<file path="src/vdi_pkg.sv">
package vdi_pkg;
   // ****************************************
   // bus addresses (8-bit, with direction bit)
   // ****************************************
   localparam logic [7:0] WR_ADDR_LO = 8'hb8;
   localparam logic [7:0] WR_ADDR_HI = 8'hba;
   localparam logic [7:0] RD_ADDR_LO = 8'hb9;
   localparam logic [7:0] RD_ADDR_HI = 8'hbb;
   // ****************************************
   // timing
   // ****************************************
   localparam int CLK_NS         = 50;
   localparam int MAX_RATE_KBPS  = 400;
   // shortest scl high/low half-period at the top rate, in cycles
   localparam int HALF_BIT_CYC   = (1000000 / MAX_RATE_KBPS) / 2 / CLK_NS;
   localparam int SLOW_WAIT_US   = 64;
   localparam int SLOW_WAIT_CYC  = (SLOW_WAIT_US * 1000) / CLK_NS;
   localparam logic [7:0] SLOW_LAST_SUB = 8'h8f;
   localparam int BITS_PER_BYTE  = 8;
   localparam logic [3:0] ACK_BIT_IDX = 4'h8;
   // ****************************************
   // carriers
   // ****************************************
   typedef struct packed {
      logic scl;
      logic sda;
   } vdi_line_s;
   typedef struct packed {
      logic       we;
      logic       re;
      logic [7:0] addr;
      logic [7:0] wdata;
   } vdi_reg_req_s;
endpackage : vdi_pkg

</file>
<file path="src/vdi_sync.sv">
`timescale 1ns/10ps
`default_nettype none
module vdi_sync (
   // clock and reset
   input  wire logic              clk_sys,
   input  wire logic              rst_b,
   // raw pin levels
   input  wire vdi_pkg::vdi_line_s pin_in,
   // filtered levels
   output var  vdi_pkg::vdi_line_s line_q
);
   import vdi_pkg::*;
   vdi_line_s s1_q;
   vdi_line_s s2_q;
   vdi_line_s s3_q;
   // ****************************************
   // three-stage sampler, change when 2nd and 3rd agree
   // ****************************************
   always_ff @(posedge clk_sys or negedge rst_b) begin
      if (!rst_b) begin
         s1_q   <= '1;
         s2_q   <= '1;
         s3_q   <= '1;
         line_q <= '1;
      end else begin
         s1_q <= pin_in;
         s2_q <= s1_q;
         s3_q <= s2_q;
         if (s2_q.scl == s3_q.scl) begin
            line_q.scl <= s3_q.scl;
         end
         if (s2_q.sda == s3_q.sda) begin
            line_q.sda <= s3_q.sda;
         end
      end
   end
endmodule : vdi_sync
`default_nettype wire

</file>
<file path="src/vdi_slave.sv">
`timescale 1ns/10ps
`default_nettype none
// Summary of operation
// - target only, never starts or clocks
// - capture address strap once after reset
// - write address b8h low, bah high
// - read address b9h low, bbh high
// - works at any rate to 400 kbit/s
// - data changes only while clock low
// - sda fall with scl high is start
// - sda rise with scl high is stop
// - eight-bit bytes, any byte count
// - receiver drives ninth acknowledge bit
// - ack address, subaddress and each data
// - subaddress byte stores read pointer
// - read address acked, data msb first
// - on not-acknowledge release sda, stop reading
// - hold scl low during acknowledge of received bytes while internal side busy
module vdi_slave (
   // clock and reset
   input  wire logic               clk_sys,
   input  wire logic               rst_b,
   // two-wire bus pins
   input  wire logic               scl_in,
   output logic                    scl_out,
   output logic                    scl_oe,
   input  wire logic               sda_in,
   output logic                    sda_out,
   output logic                    sda_oe,
   // address strap
   input  wire logic               bus_address_select_strap,
   // internal register access
   output vdi_pkg::vdi_reg_req_s   reg_req_q,
   input  wire logic [7:0]         reg_rdata,
   input  wire logic               reg_busy,
   // status
   output logic                    sel_q
);
   import vdi_pkg::*;

   typedef enum logic [2:0] {
      ST_IDLE, ST_ADDR, ST_ADDR_ACK, ST_RX, ST_RX_ACK, ST_TX, ST_TX_ACK
   } vdi_state_e;

   vdi_line_s  line;
   vdi_line_s  prev_q;
   vdi_state_e state_q;
   logic [3:0] bit_q;
   logic [7:0] shift_q;
   logic [7:0] ptr_q;
   logic       have_sub_q;
   logic       strap_done_q;
   logic       sda_drv_q;
   logic       scl_hold_q;
   logic       ack_pending_q;

   // ****************************************
   // pin sampling
   // ****************************************
   vdi_sync u_sync (
      .clk_sys (clk_sys),
      .rst_b   (rst_b),
      .pin_in  ({scl_in, sda_in}),
      .line_q  (line)
   );

   always_ff @(posedge clk_sys or negedge rst_b) begin
      if (!rst_b) begin
         prev_q <= '1;
      end else begin
         prev_q <= line;
      end
   end

   wire logic scl_rise  = line.scl & ~prev_q.scl;
   wire logic scl_fall  = ~line.scl & prev_q.scl;
   wire logic start_det = line.scl & prev_q.scl & prev_q.sda & ~line.sda;
   wire logic stop_det  = line.scl & prev_q.scl & ~prev_q.sda & line.sda;

   // ****************************************
   // address strap capture
   // ****************************************
   always_ff @(posedge clk_sys or negedge rst_b) begin
      if (!rst_b) begin
         strap_done_q <= 1'b0;
         sel_q        <= 1'b0;
      end else if (!strap_done_q) begin
         strap_done_q <= 1'b1;
         sel_q        <= bus_address_select_strap;
      end
   end

   function automatic logic addr_match(input logic [7:0] a, input logic sel);
      if (a[0]) begin
         addr_match = (a == (sel ? RD_ADDR_HI : RD_ADDR_LO));
      end else begin
         addr_match = (a == (sel ? WR_ADDR_HI : WR_ADDR_LO));
      end
   endfunction : addr_match

   // ****************************************
   // protocol engine
   // ****************************************
   always_ff @(posedge clk_sys or negedge rst_b) begin
      if (!rst_b) begin
         state_q    <= ST_IDLE;
         bit_q      <= 4'h0;
         shift_q    <= 8'h00;
         ptr_q      <= 8'h00;
         have_sub_q <= 1'b0;
         sda_drv_q  <= 1'b0;
         reg_req_q  <= '0;
         ack_pending_q <= 1'b0;
      end else begin
         reg_req_q.we <= 1'b0;
         reg_req_q.re <= 1'b0;
         reg_req_q.addr <= ptr_q;
         if (start_det) begin
            state_q    <= ST_ADDR;
            bit_q      <= 4'h0;
            have_sub_q <= 1'b0;
            sda_drv_q  <= 1'b0;
         end else if (stop_det) begin
            state_q   <= ST_IDLE;
            sda_drv_q <= 1'b0;
         end else begin
            case (state_q)
               ST_IDLE: begin
                  sda_drv_q <= 1'b0;
               end
               ST_ADDR, ST_RX: begin
                  if (scl_rise) begin
                     shift_q <= {shift_q[6:0], line.sda};
                     bit_q   <= bit_q + 4'h1;
                  end else if (scl_fall && bit_q == 4'(BITS_PER_BYTE)) begin
                     bit_q <= 4'h0;
                     if (state_q == ST_ADDR) begin
                        if (addr_match(shift_q, sel_q)) begin
                           sda_drv_q <= 1'b1;
                           state_q   <= ST_ADDR_ACK;
                        end else begin
                           state_q <= ST_IDLE;
                        end
                     end else begin
                        sda_drv_q <= 1'b1;
                        state_q   <= ST_RX_ACK;
                        if (!have_sub_q) begin
                           ptr_q      <= shift_q;
                           have_sub_q <= 1'b1;
                        end else begin
                           reg_req_q.we    <= 1'b1;
                           reg_req_q.addr  <= ptr_q;
                           reg_req_q.wdata <= shift_q;
                           ptr_q           <= ptr_q + 8'h01;
                        end
                     end
                  end
               end
               ST_ADDR_ACK, ST_RX_ACK: begin
                  if (scl_fall && !scl_hold_q) begin
                     if (state_q == ST_ADDR_ACK && shift_q[0]) begin
                        state_q   <= ST_TX;
                        shift_q   <= reg_rdata;
                        sda_drv_q <= ~reg_rdata[7];
                        bit_q     <= 4'h1;
                        reg_req_q.re   <= 1'b1;
                        reg_req_q.addr <= ptr_q;
                        ptr_q          <= ptr_q + 8'h01;
                     end else begin
                        state_q   <= ST_RX;
                        sda_drv_q <= 1'b0;
                     end
                  end
               end
               ST_TX: begin
                  if (scl_fall) begin
                     if (bit_q == 4'(BITS_PER_BYTE)) begin
                        sda_drv_q <= 1'b0;
                        state_q   <= ST_TX_ACK;
                     end else begin
                        sda_drv_q <= ~shift_q[3'(7 - bit_q)];
                        bit_q     <= bit_q + 4'h1;
                     end
                  end
               end
               ST_TX_ACK: begin
                  if (scl_rise) begin
                     ack_pending_q <= ~line.sda;
                  end else if (scl_fall) begin
                     if (ack_pending_q) begin
                        shift_q   <= reg_rdata;
                        sda_drv_q <= ~reg_rdata[7];
                        bit_q     <= 4'h1;
                        state_q   <= ST_TX;
                        reg_req_q.re   <= 1'b1;
                        reg_req_q.addr <= ptr_q;
                        ptr_q          <= ptr_q + 8'h01;
                     end else begin
                        sda_drv_q <= 1'b0;
                        state_q   <= ST_IDLE;
                     end
                  end
               end
               default: begin
                  state_q <= ST_IDLE;
               end
            endcase
         end
      end
   end

   // ****************************************
   // clock stretch during acknowledge while busy
   // ****************************************
   always_ff @(posedge clk_sys or negedge rst_b) begin
      if (!rst_b) begin
         scl_hold_q <= 1'b0;
      end else begin
         if (scl_fall && bit_q == 4'(BITS_PER_BYTE) &&
             (state_q == ST_RX || (state_q == ST_ADDR && addr_match(shift_q, sel_q)))) begin
            scl_hold_q <= reg_busy;
         end else if (!reg_busy || (state_q != ST_ADDR_ACK && state_q != ST_RX_ACK)) begin
            scl_hold_q <= 1'b0;
         end
      end
   end

   // ****************************************
   // open-drain outputs
   // ****************************************
   always_ff @(posedge clk_sys or negedge rst_b) begin
      if (!rst_b) begin
         sda_out <= 1'b0;
         sda_oe  <= 1'b0;
         scl_out <= 1'b0;
         scl_oe  <= 1'b0;
      end else begin
         sda_out <= 1'b0;
         sda_oe  <= sda_drv_q;
         scl_out <= 1'b0;
         scl_oe  <= scl_hold_q;
      end
   end
endmodule : vdi_slave
`default_nettype wire

</file>
<file path="config.mk">
export PLATFORM = sky130hd
export DESIGN_NAME = vdi_slave
export DESIGN_NICKNAME = d
export VERILOG_FILES = /design/src/vdi_pkg.sv /design/src/vdi_sync.sv /design/src/vdi_slave.sv
export SDC_FILE = /design/constraint.sdc
export NUM_CORES = 1
export LEC_CHECK = 0
export BUFFER_PORTS_ARGS = -buffer_cell sky130_fd_sc_hd__buf_2
export CAP_MARGIN = 20
export CORE_MARGIN = 8
export CORE_UTILIZATION = 43
export DETAILED_ROUTE_END_ITERATION = 6
export HOLD_SLACK_MARGIN = 0.05
export PLACE_DENSITY = 0.66
export SKIP_LAST_GASP = 1
export SYNTH_ARGS = -nofsm -noshare
export SYNTH_HDL_FRONTEND = slang
export SYNTH_SLANG_ARGS = --single-unit
export TNS_END_PERCENT = 10
</file>
<file path="constraint.sdc">
create_clock -name clk_sys -period 2.26 [get_ports clk_sys]
set_input_delay 0.113 -clock clk_sys [delete_from_list [all_inputs] [get_ports clk_sys]]
set_output_delay 0.113 -clock clk_sys [all_outputs]
set_load 0.05 [all_outputs]
</file>
# [Word-level counts from Yosys, hierarchy flattened]
# Cells that the tools add are included.
[op_classes] mux=95 add_sub_neg=3 magnitude_cmp=1 bitwise=17 n_reduce_logical=27 n_eq_ne=42
[op_table] cell="8-bit two-way mux" count=20
[op_table] cell="8-bit case mux with 3 select lines" count=3
[op_table] cell="9-bit two-way mux" count=5
[op_table] cell="4-bit two-way mux" count=11
[op_table] cell="18-bit two-way mux" count=2
[op_table] cell="3-bit two-way mux" count=12
[op_table] cell="1-bit two-way mux" count=34
[op_table] cell="4-bit inequality test (second input constant)" count=8
[op_table] cell="3-bit inequality test (second input constant)" count=9
[op_table] cell="2-bit inequality test (second input constant)" count=11
[op_table] cell="8-bit == test" count=2
[op_table] cell="4-bit case mux with 4 select lines" count=1
[op_table] cell="8-bit AND reduction" count=2
[op_table] cell="3-bit case mux with 5 select lines" count=1
[op_table] cell="11-bit AND reduction" count=1
[op_table] cell="1-bit inverter" count=10
[op_table] cell="10-bit AND reduction" count=1
[op_table] cell="3-bit == test (second input constant)" count=3
[op_table] cell="9-bit AND reduction" count=1
[op_table] cell="8-bit by 1-bit adder with 8-bit output (second input constant)" count=1
[op_table] cell="1-bit AND" count=7
[op_table] cell="7-bit AND reduction" count=1
[op_table] cell="7-bit nonzero test" count=1
[op_table] cell="3-bit by 2-bit == test with 1-bit output (second input constant)" count=2
[op_table] cell="other kinds (23)" count=36
[word_totals] elab_cells=211 output_inout_bits=23 reg_bits=59

# [Longest topological paths before layout]
[logic_depth] word_depth=16 ltp_mapped=7 mapped_depth_nobuf=7

# [Hierarchy]
# From an unflattened synthesis, not the netlist that was laid out.
[unflattened] cells_unflattened=287 area_unflattened_um2=2995.4
[modules_own_cells] module="vdi_slave" instances=1 seq_area_each_um2=1278.7 cells_each=277 area_each_um2=2762.6
[modules_own_cells] module="vdi_sync" instances=1 seq_area_each_um2=210.2 cells_each=10 area_each_um2=232.7

# [Worst setup path after synthesis]
# OpenSTA, ideal clock, no wires.
[synth_timing] path_type="reg2reg" start="register bit_q[0]" end="register reg_req_q[1] (netlist bit)" required_ns=2.135 path_stages_with_launch=8 setup_slack_ns=0.209 period_less_slack_ns=2.051 arrival_ns=1.926 cell_sequence="dfrtp_1 inv_1 ha_1 and3b_1 nand2b_1 or3_1 nor2_4 mux2_2"
[synth_via] elab_chain_cells=3
[synth_lines] item="start: declaration" line_no="vdi_slave.sv:48" text="logic [3:0] bit_q;"
[synth_lines] item="start signal: assignment" line_no="vdi_slave.sv:134" text="bit_q <= bit_q + 4'h1;"
[synth_lines] item="start signal: assignment" line_no="vdi_slave.sv:182" text="bit_q <= bit_q + 4'h1;"
[synth_lines] item="4-bit == test" line_no="vdi_slave.sv:135" text="end else if (scl_fall && bit_q == 4'(BITS_PER_BYTE)) begin"
[synth_lines] item="1-bit logical AND" line_no="vdi_slave.sv:135"
[synth_lines] item="7-bit AND reduction (no source line)"
[synth_lines] item="end: declaration" line_no="vdi_slave.sv:33" text="output vdi_pkg::vdi_reg_req_s reg_req_q,"
# No other way between the ends.
# A chain may end at the register's enable or synchronous reset.

# [Worst setup path after layout]
[layout_timing] start="register prev_q[1] (netlist bit)" end="register sda_drv_q"
[layout_via] elab_chain_cells=5
[layout_lines] item="start: declaration" line_no="vdi_slave.sv:46" text="vdi_line_s prev_q;"
[layout_lines] item="start signal: assignment" line_no="vdi_slave.sv:71" text="prev_q <= line;"
[layout_lines] item="1-bit AND" line_no="vdi_slave.sv:77, vdi_slave.sv:78"
[layout_lines] item="1-bit AND (on tied branches) (2 in series)" line_no="vdi_slave.sv:77, vdi_slave.sv:78"
[layout_lines] item="5-bit inequality test (no source line), or another cell as far along"
[layout_lines] item="8-bit AND reduction (no source line) / 1-bit two-way mux (equally long branches)"
[layout_lines] item="end signal: assignment" line_no="vdi_slave.sv:164" text="sda_drv_q <= ~reg_rdata[7];"
[layout_lines] item="end signal: assignment" line_no="vdi_slave.sv:181" text="sda_drv_q <= ~shift_q[3'(7 - bit_q)];"
[layout_lines] item="end signal: assignment" line_no="vdi_slave.sv:192" text="sda_drv_q <= ~reg_rdata[7];"
[layout_lines] item="end: declaration" line_no="vdi_slave.sv:53" text="logic sda_drv_q;"
# Several ways; a longest one is shown, not always the timed one.

==> results.py <==
metrics = {
    "layout": {
        "final_cells": 445,
        "drive_gt1_share_pct": 29.2,
        "fillers": 594,
        "areaGrowthSynthToFinish_pct": 22.5,
        "fin_nets": 361,
        "diodes": 0,
    },
    "drt": {
        "drt-wirelength-per-cell_um": 16.6,
        "first_iter_violations": 217,
        "viasPerCell": 5.48,
        "drc": 0,
        "wirelength_mm": 7.40,
        "drtAntennaViolNets": 0,
        "num_vias": 2439,
        "drt_first_pass_iters": 4,
    },
    "timing": {
        "fmax_mhz": 463,
        "hold_viol": 0,
        "final-setup-viol-count": 0,
        "rsz0062_at_grt": "false",
        "tns_ps": 0,
        "post-route-period-util_pct": 95.6,
        "skew_ps": 8.97,
        "period_needed_ps": 2160,
        "fin_ws_ps": 101,
        "worst_hold_slack_ps": 77.2,
        "slew_violations": 0,
    },
    "setup_path": {
        "critPathKind": "reg -> reg",
        "crit_fanout": 8,
        "worst_setup_path_start_kind": "register",
        "worstReg2RegStart": "prev_q[1]",
        "critPathSlowestCell": "dfstp_2",
        "reg2regPathDepth": 5,
        "cpPeakStageDelay_ps": 590,
        "r2r_slack_ps": 100,
        "crit_chain": "or2b_1 -> nand2b_1 -> a221o_1 -> a221oi_2 -> mux2_2",
        "crit_required_ps": 2480,
        "critical_path_arrival_ps": 2380,
        "r2r_end": "sda_drv_q",
        "cp-end-kind": "register",
    },
    "clock_tree": {
        "path_clk_slew_ps": 70,
        "cts_tree": "done",
        "cts_sinks": 59,
        "cts_setup_buffers": 0,
        "clockBufferDepth": 2,
        "insertion_delay_ps": 340,
        "numCtsBuffers": 9,
        "h-tree-depth": 3,
        "cts_root_buf": "clkbuf_8",
    },
    "placed_design": {
        "pre_cts_ws_ps": 61.8,
        "hpwl_mm": 5.12,
        "post-place-cells": 422,
        "gp_congestion": 0.915,
        "portBuffers": 34,
    },
    "min_path": {
        "hold_class": "in -> reg",
        "hold_path_end": "shift_q[1]",
        "hp-start": "reg_rdata[1]",
        "holdPathStages": 3,
    },
    "power": {
        "clkPwrFrac_pct": 41.5,
        "pwr_density_cell_mw_per_mm2": 723,
        "pwr-share-comb_pct": 14.8,
        "seqPwrFrac_pct": 43.7,
        "power.total_mw": 2.66,
        "ir_drop_uv": 354,
        "p_int_mw": 1.97,
        "p_leak_nw": 1.75,
        "power.switching_mw": 0.698,
        "switching_share_pct": 26.2,
    },
    "floorplan": {
        "start_util_pct": 44.3,
        "core_sq_mm": 0.00679,
        "ios": 37,
        "die_w_um": 99.7,
        "row_count": 30,
        "die_y_um": 99.7,
        "die_area_sq_mm": 0.00993,
    },
    "run_status": {
        "status": "finished clean",
    },
    "global_route": {
        "grt_usage_pct": 15.3,
        "grt_antenna_before_repair": 0,
        "grt_pass1_wl_mm": 12.0,
        "grt_pass1_vias": 2459,
        "grt_overflow": 0,
        "grt_max_degree": 37,
    },
    "logic_synthesis": {
        "synth_seq_cells": 59,
        "synthArstFlopShare_pct": 100,
        "ys.flop_type": "dfrtp_1",
        "syn_avg_cell_area_sq_um": 10.5,
        "yosysSeqAreaShare_pct": 49.5,
        "synth_edf_count": 0,
        "syn_inst": 286,
        "yosysWarnings": 0,
        "netlist_area_sq_mm": 0.00301,
        "synth_cell_types": 60,
    },
    "flow_run": {
        "drv_cap": 0,
    },
}
synth_stat cells (4+ instances only):
cell type  number  area (sq um)
o21ai_0         6          30.0
xor2_1          4          35.0
mux2_2          7          78.8
nor2_1         13          48.8
a31oi_1         5          31.3
nand2b_1        8          50.1
inv_1           8          30.0
nand2_1        24          90.1
clkbuf_1        5          18.8
or3_1           5          31.3
mux2i_1        12           120
nand4b_1        6          52.6
a21oi_1        16          80.1
nand3_1        18          90.1
nor2b_1         6          37.5
dfstp_2        10           263
buf_2          10          50.1
nor3_1          5          25.0
dfrtp_1        49          1230
critical path, delay by kind of cell, from the launching register on:
kind	cells	cell delay, ps
DFF	1	590
and+or+nand+nor	2	450
AOI/OAI and AO/OA	2	650
muxes	1	360
metrics by stage:
step | utilization, % | cell area [sq um]
finish | 54.2 | 3680
global route | 54.2 | 3680
CTS | 54.0 | 3670
detailed placement | 49.9 | 3390
global placement | 49.9 | 3390
floorplan | - | 3010
layer usage:
layer	GRT usage (%)	routed length (um)	up-vias
met5	0	0	-
met4	8.85	225	0
met3	4.05	438	17
met2	22.6	3410	89
met1	19.8	3330	1181
li1	-	-	1152
how the worst max path moves through the flow:
| stage | start | to | slack [ps] | cells after the start |
|---|---|---|---|---|
| finish | prev_q[1] | sda_drv_q | 100 | 5 |
| global route | prev_q[1] | reg_req_q[0] | 40 | 5 |
| CTS | prev_q[1] | shift_q[4] | 20 | 5 |
| detailed placement | prev_q[1] | reg_req_q[7] | 60 | 5 |
| global placement | prev_q[1] | reg_req_q[2] | 90 | 5 |
| floorplan | bit_q[0] | reg_req_q[1] | 210 | 7 |
layout by cell type, fill, tap and decap left out, types with 7 or more instances in the layout:
cell type  count
nand3_1       18
nand2b_1       8
a21oi_1       16
buf_2         34
nand2_1       24
mux2i_1       12
buf_4         26
inv_1          8
clkbuf_8      11
dfstp_2       10
mux2_2         7
nor2_1        13
dfrtp_1       49
flip-flops by register name, summed over array words and instances, names as in the netlist:
register	count
reg_req_q	18
ptr_q	8
shift_q	8
bit_q	4
state_q	3
prev_q	2
u_sync.line_q	2
u_sync.s1_q	2
u_sync.s2_q	2
u_sync.s3_q	2
ack_pending_q	1
have_sub_q	1
scl_hold_q	1
scl_oe	1
sda_drv_q	1
sda_oe	1
sel_q	1
strap_done_q	1
area by class of cell:
class | instances | area, sq um | area share, %
clock buffer | 12 | 155 | 4.21
clock inverter | 4 | 72.6 | 1.97
inverter | 8 | 30.0 | 0.815
multi-input combinational | 201 | 1400 | 38.1
sequential | 59 | 1490 | 40.4
tap | 96 | 120 | 3.26
timing repair buffer | 65 | 415 | 11.3
cells by family after synthesis:
family / Yosys count / synth area share, %
flip-flops: 59 / 49.5
XOR/XNOR: 4 / 1.16
other: 2 / 0.250
adder cells (fa/ha/maj): 6 / 2.25
AO/OA/AOI/OAI: 57 / 13.6
multiplexers: 24 / 9.23
AND/OR/NAND/NOR: 106 / 19.6
buffers and inverters: 28 / 4.41
power groups by stage:
stage          registers [mW]  clock network (mW)  logic, mW
2_1_floorplan            1.18                   0      0.243
3_3_place_gp             1.18                   0      0.380
3_5_place_dp             1.18                   0      0.383
4_1_cts                  1.16                1.13      0.392
5_1_grt                  1.17                1.16      0.437
6_report                 1.16                1.11      0.394
repair_timing:
item / in CTS / in global routing
setup endpoints to repair: 0 / 8
hold buffers: 5 / 0
endpoints found under the hold margin: 57 / 0
gates resized for setup: 0 / 1
(Power assumes the default switching activity.)
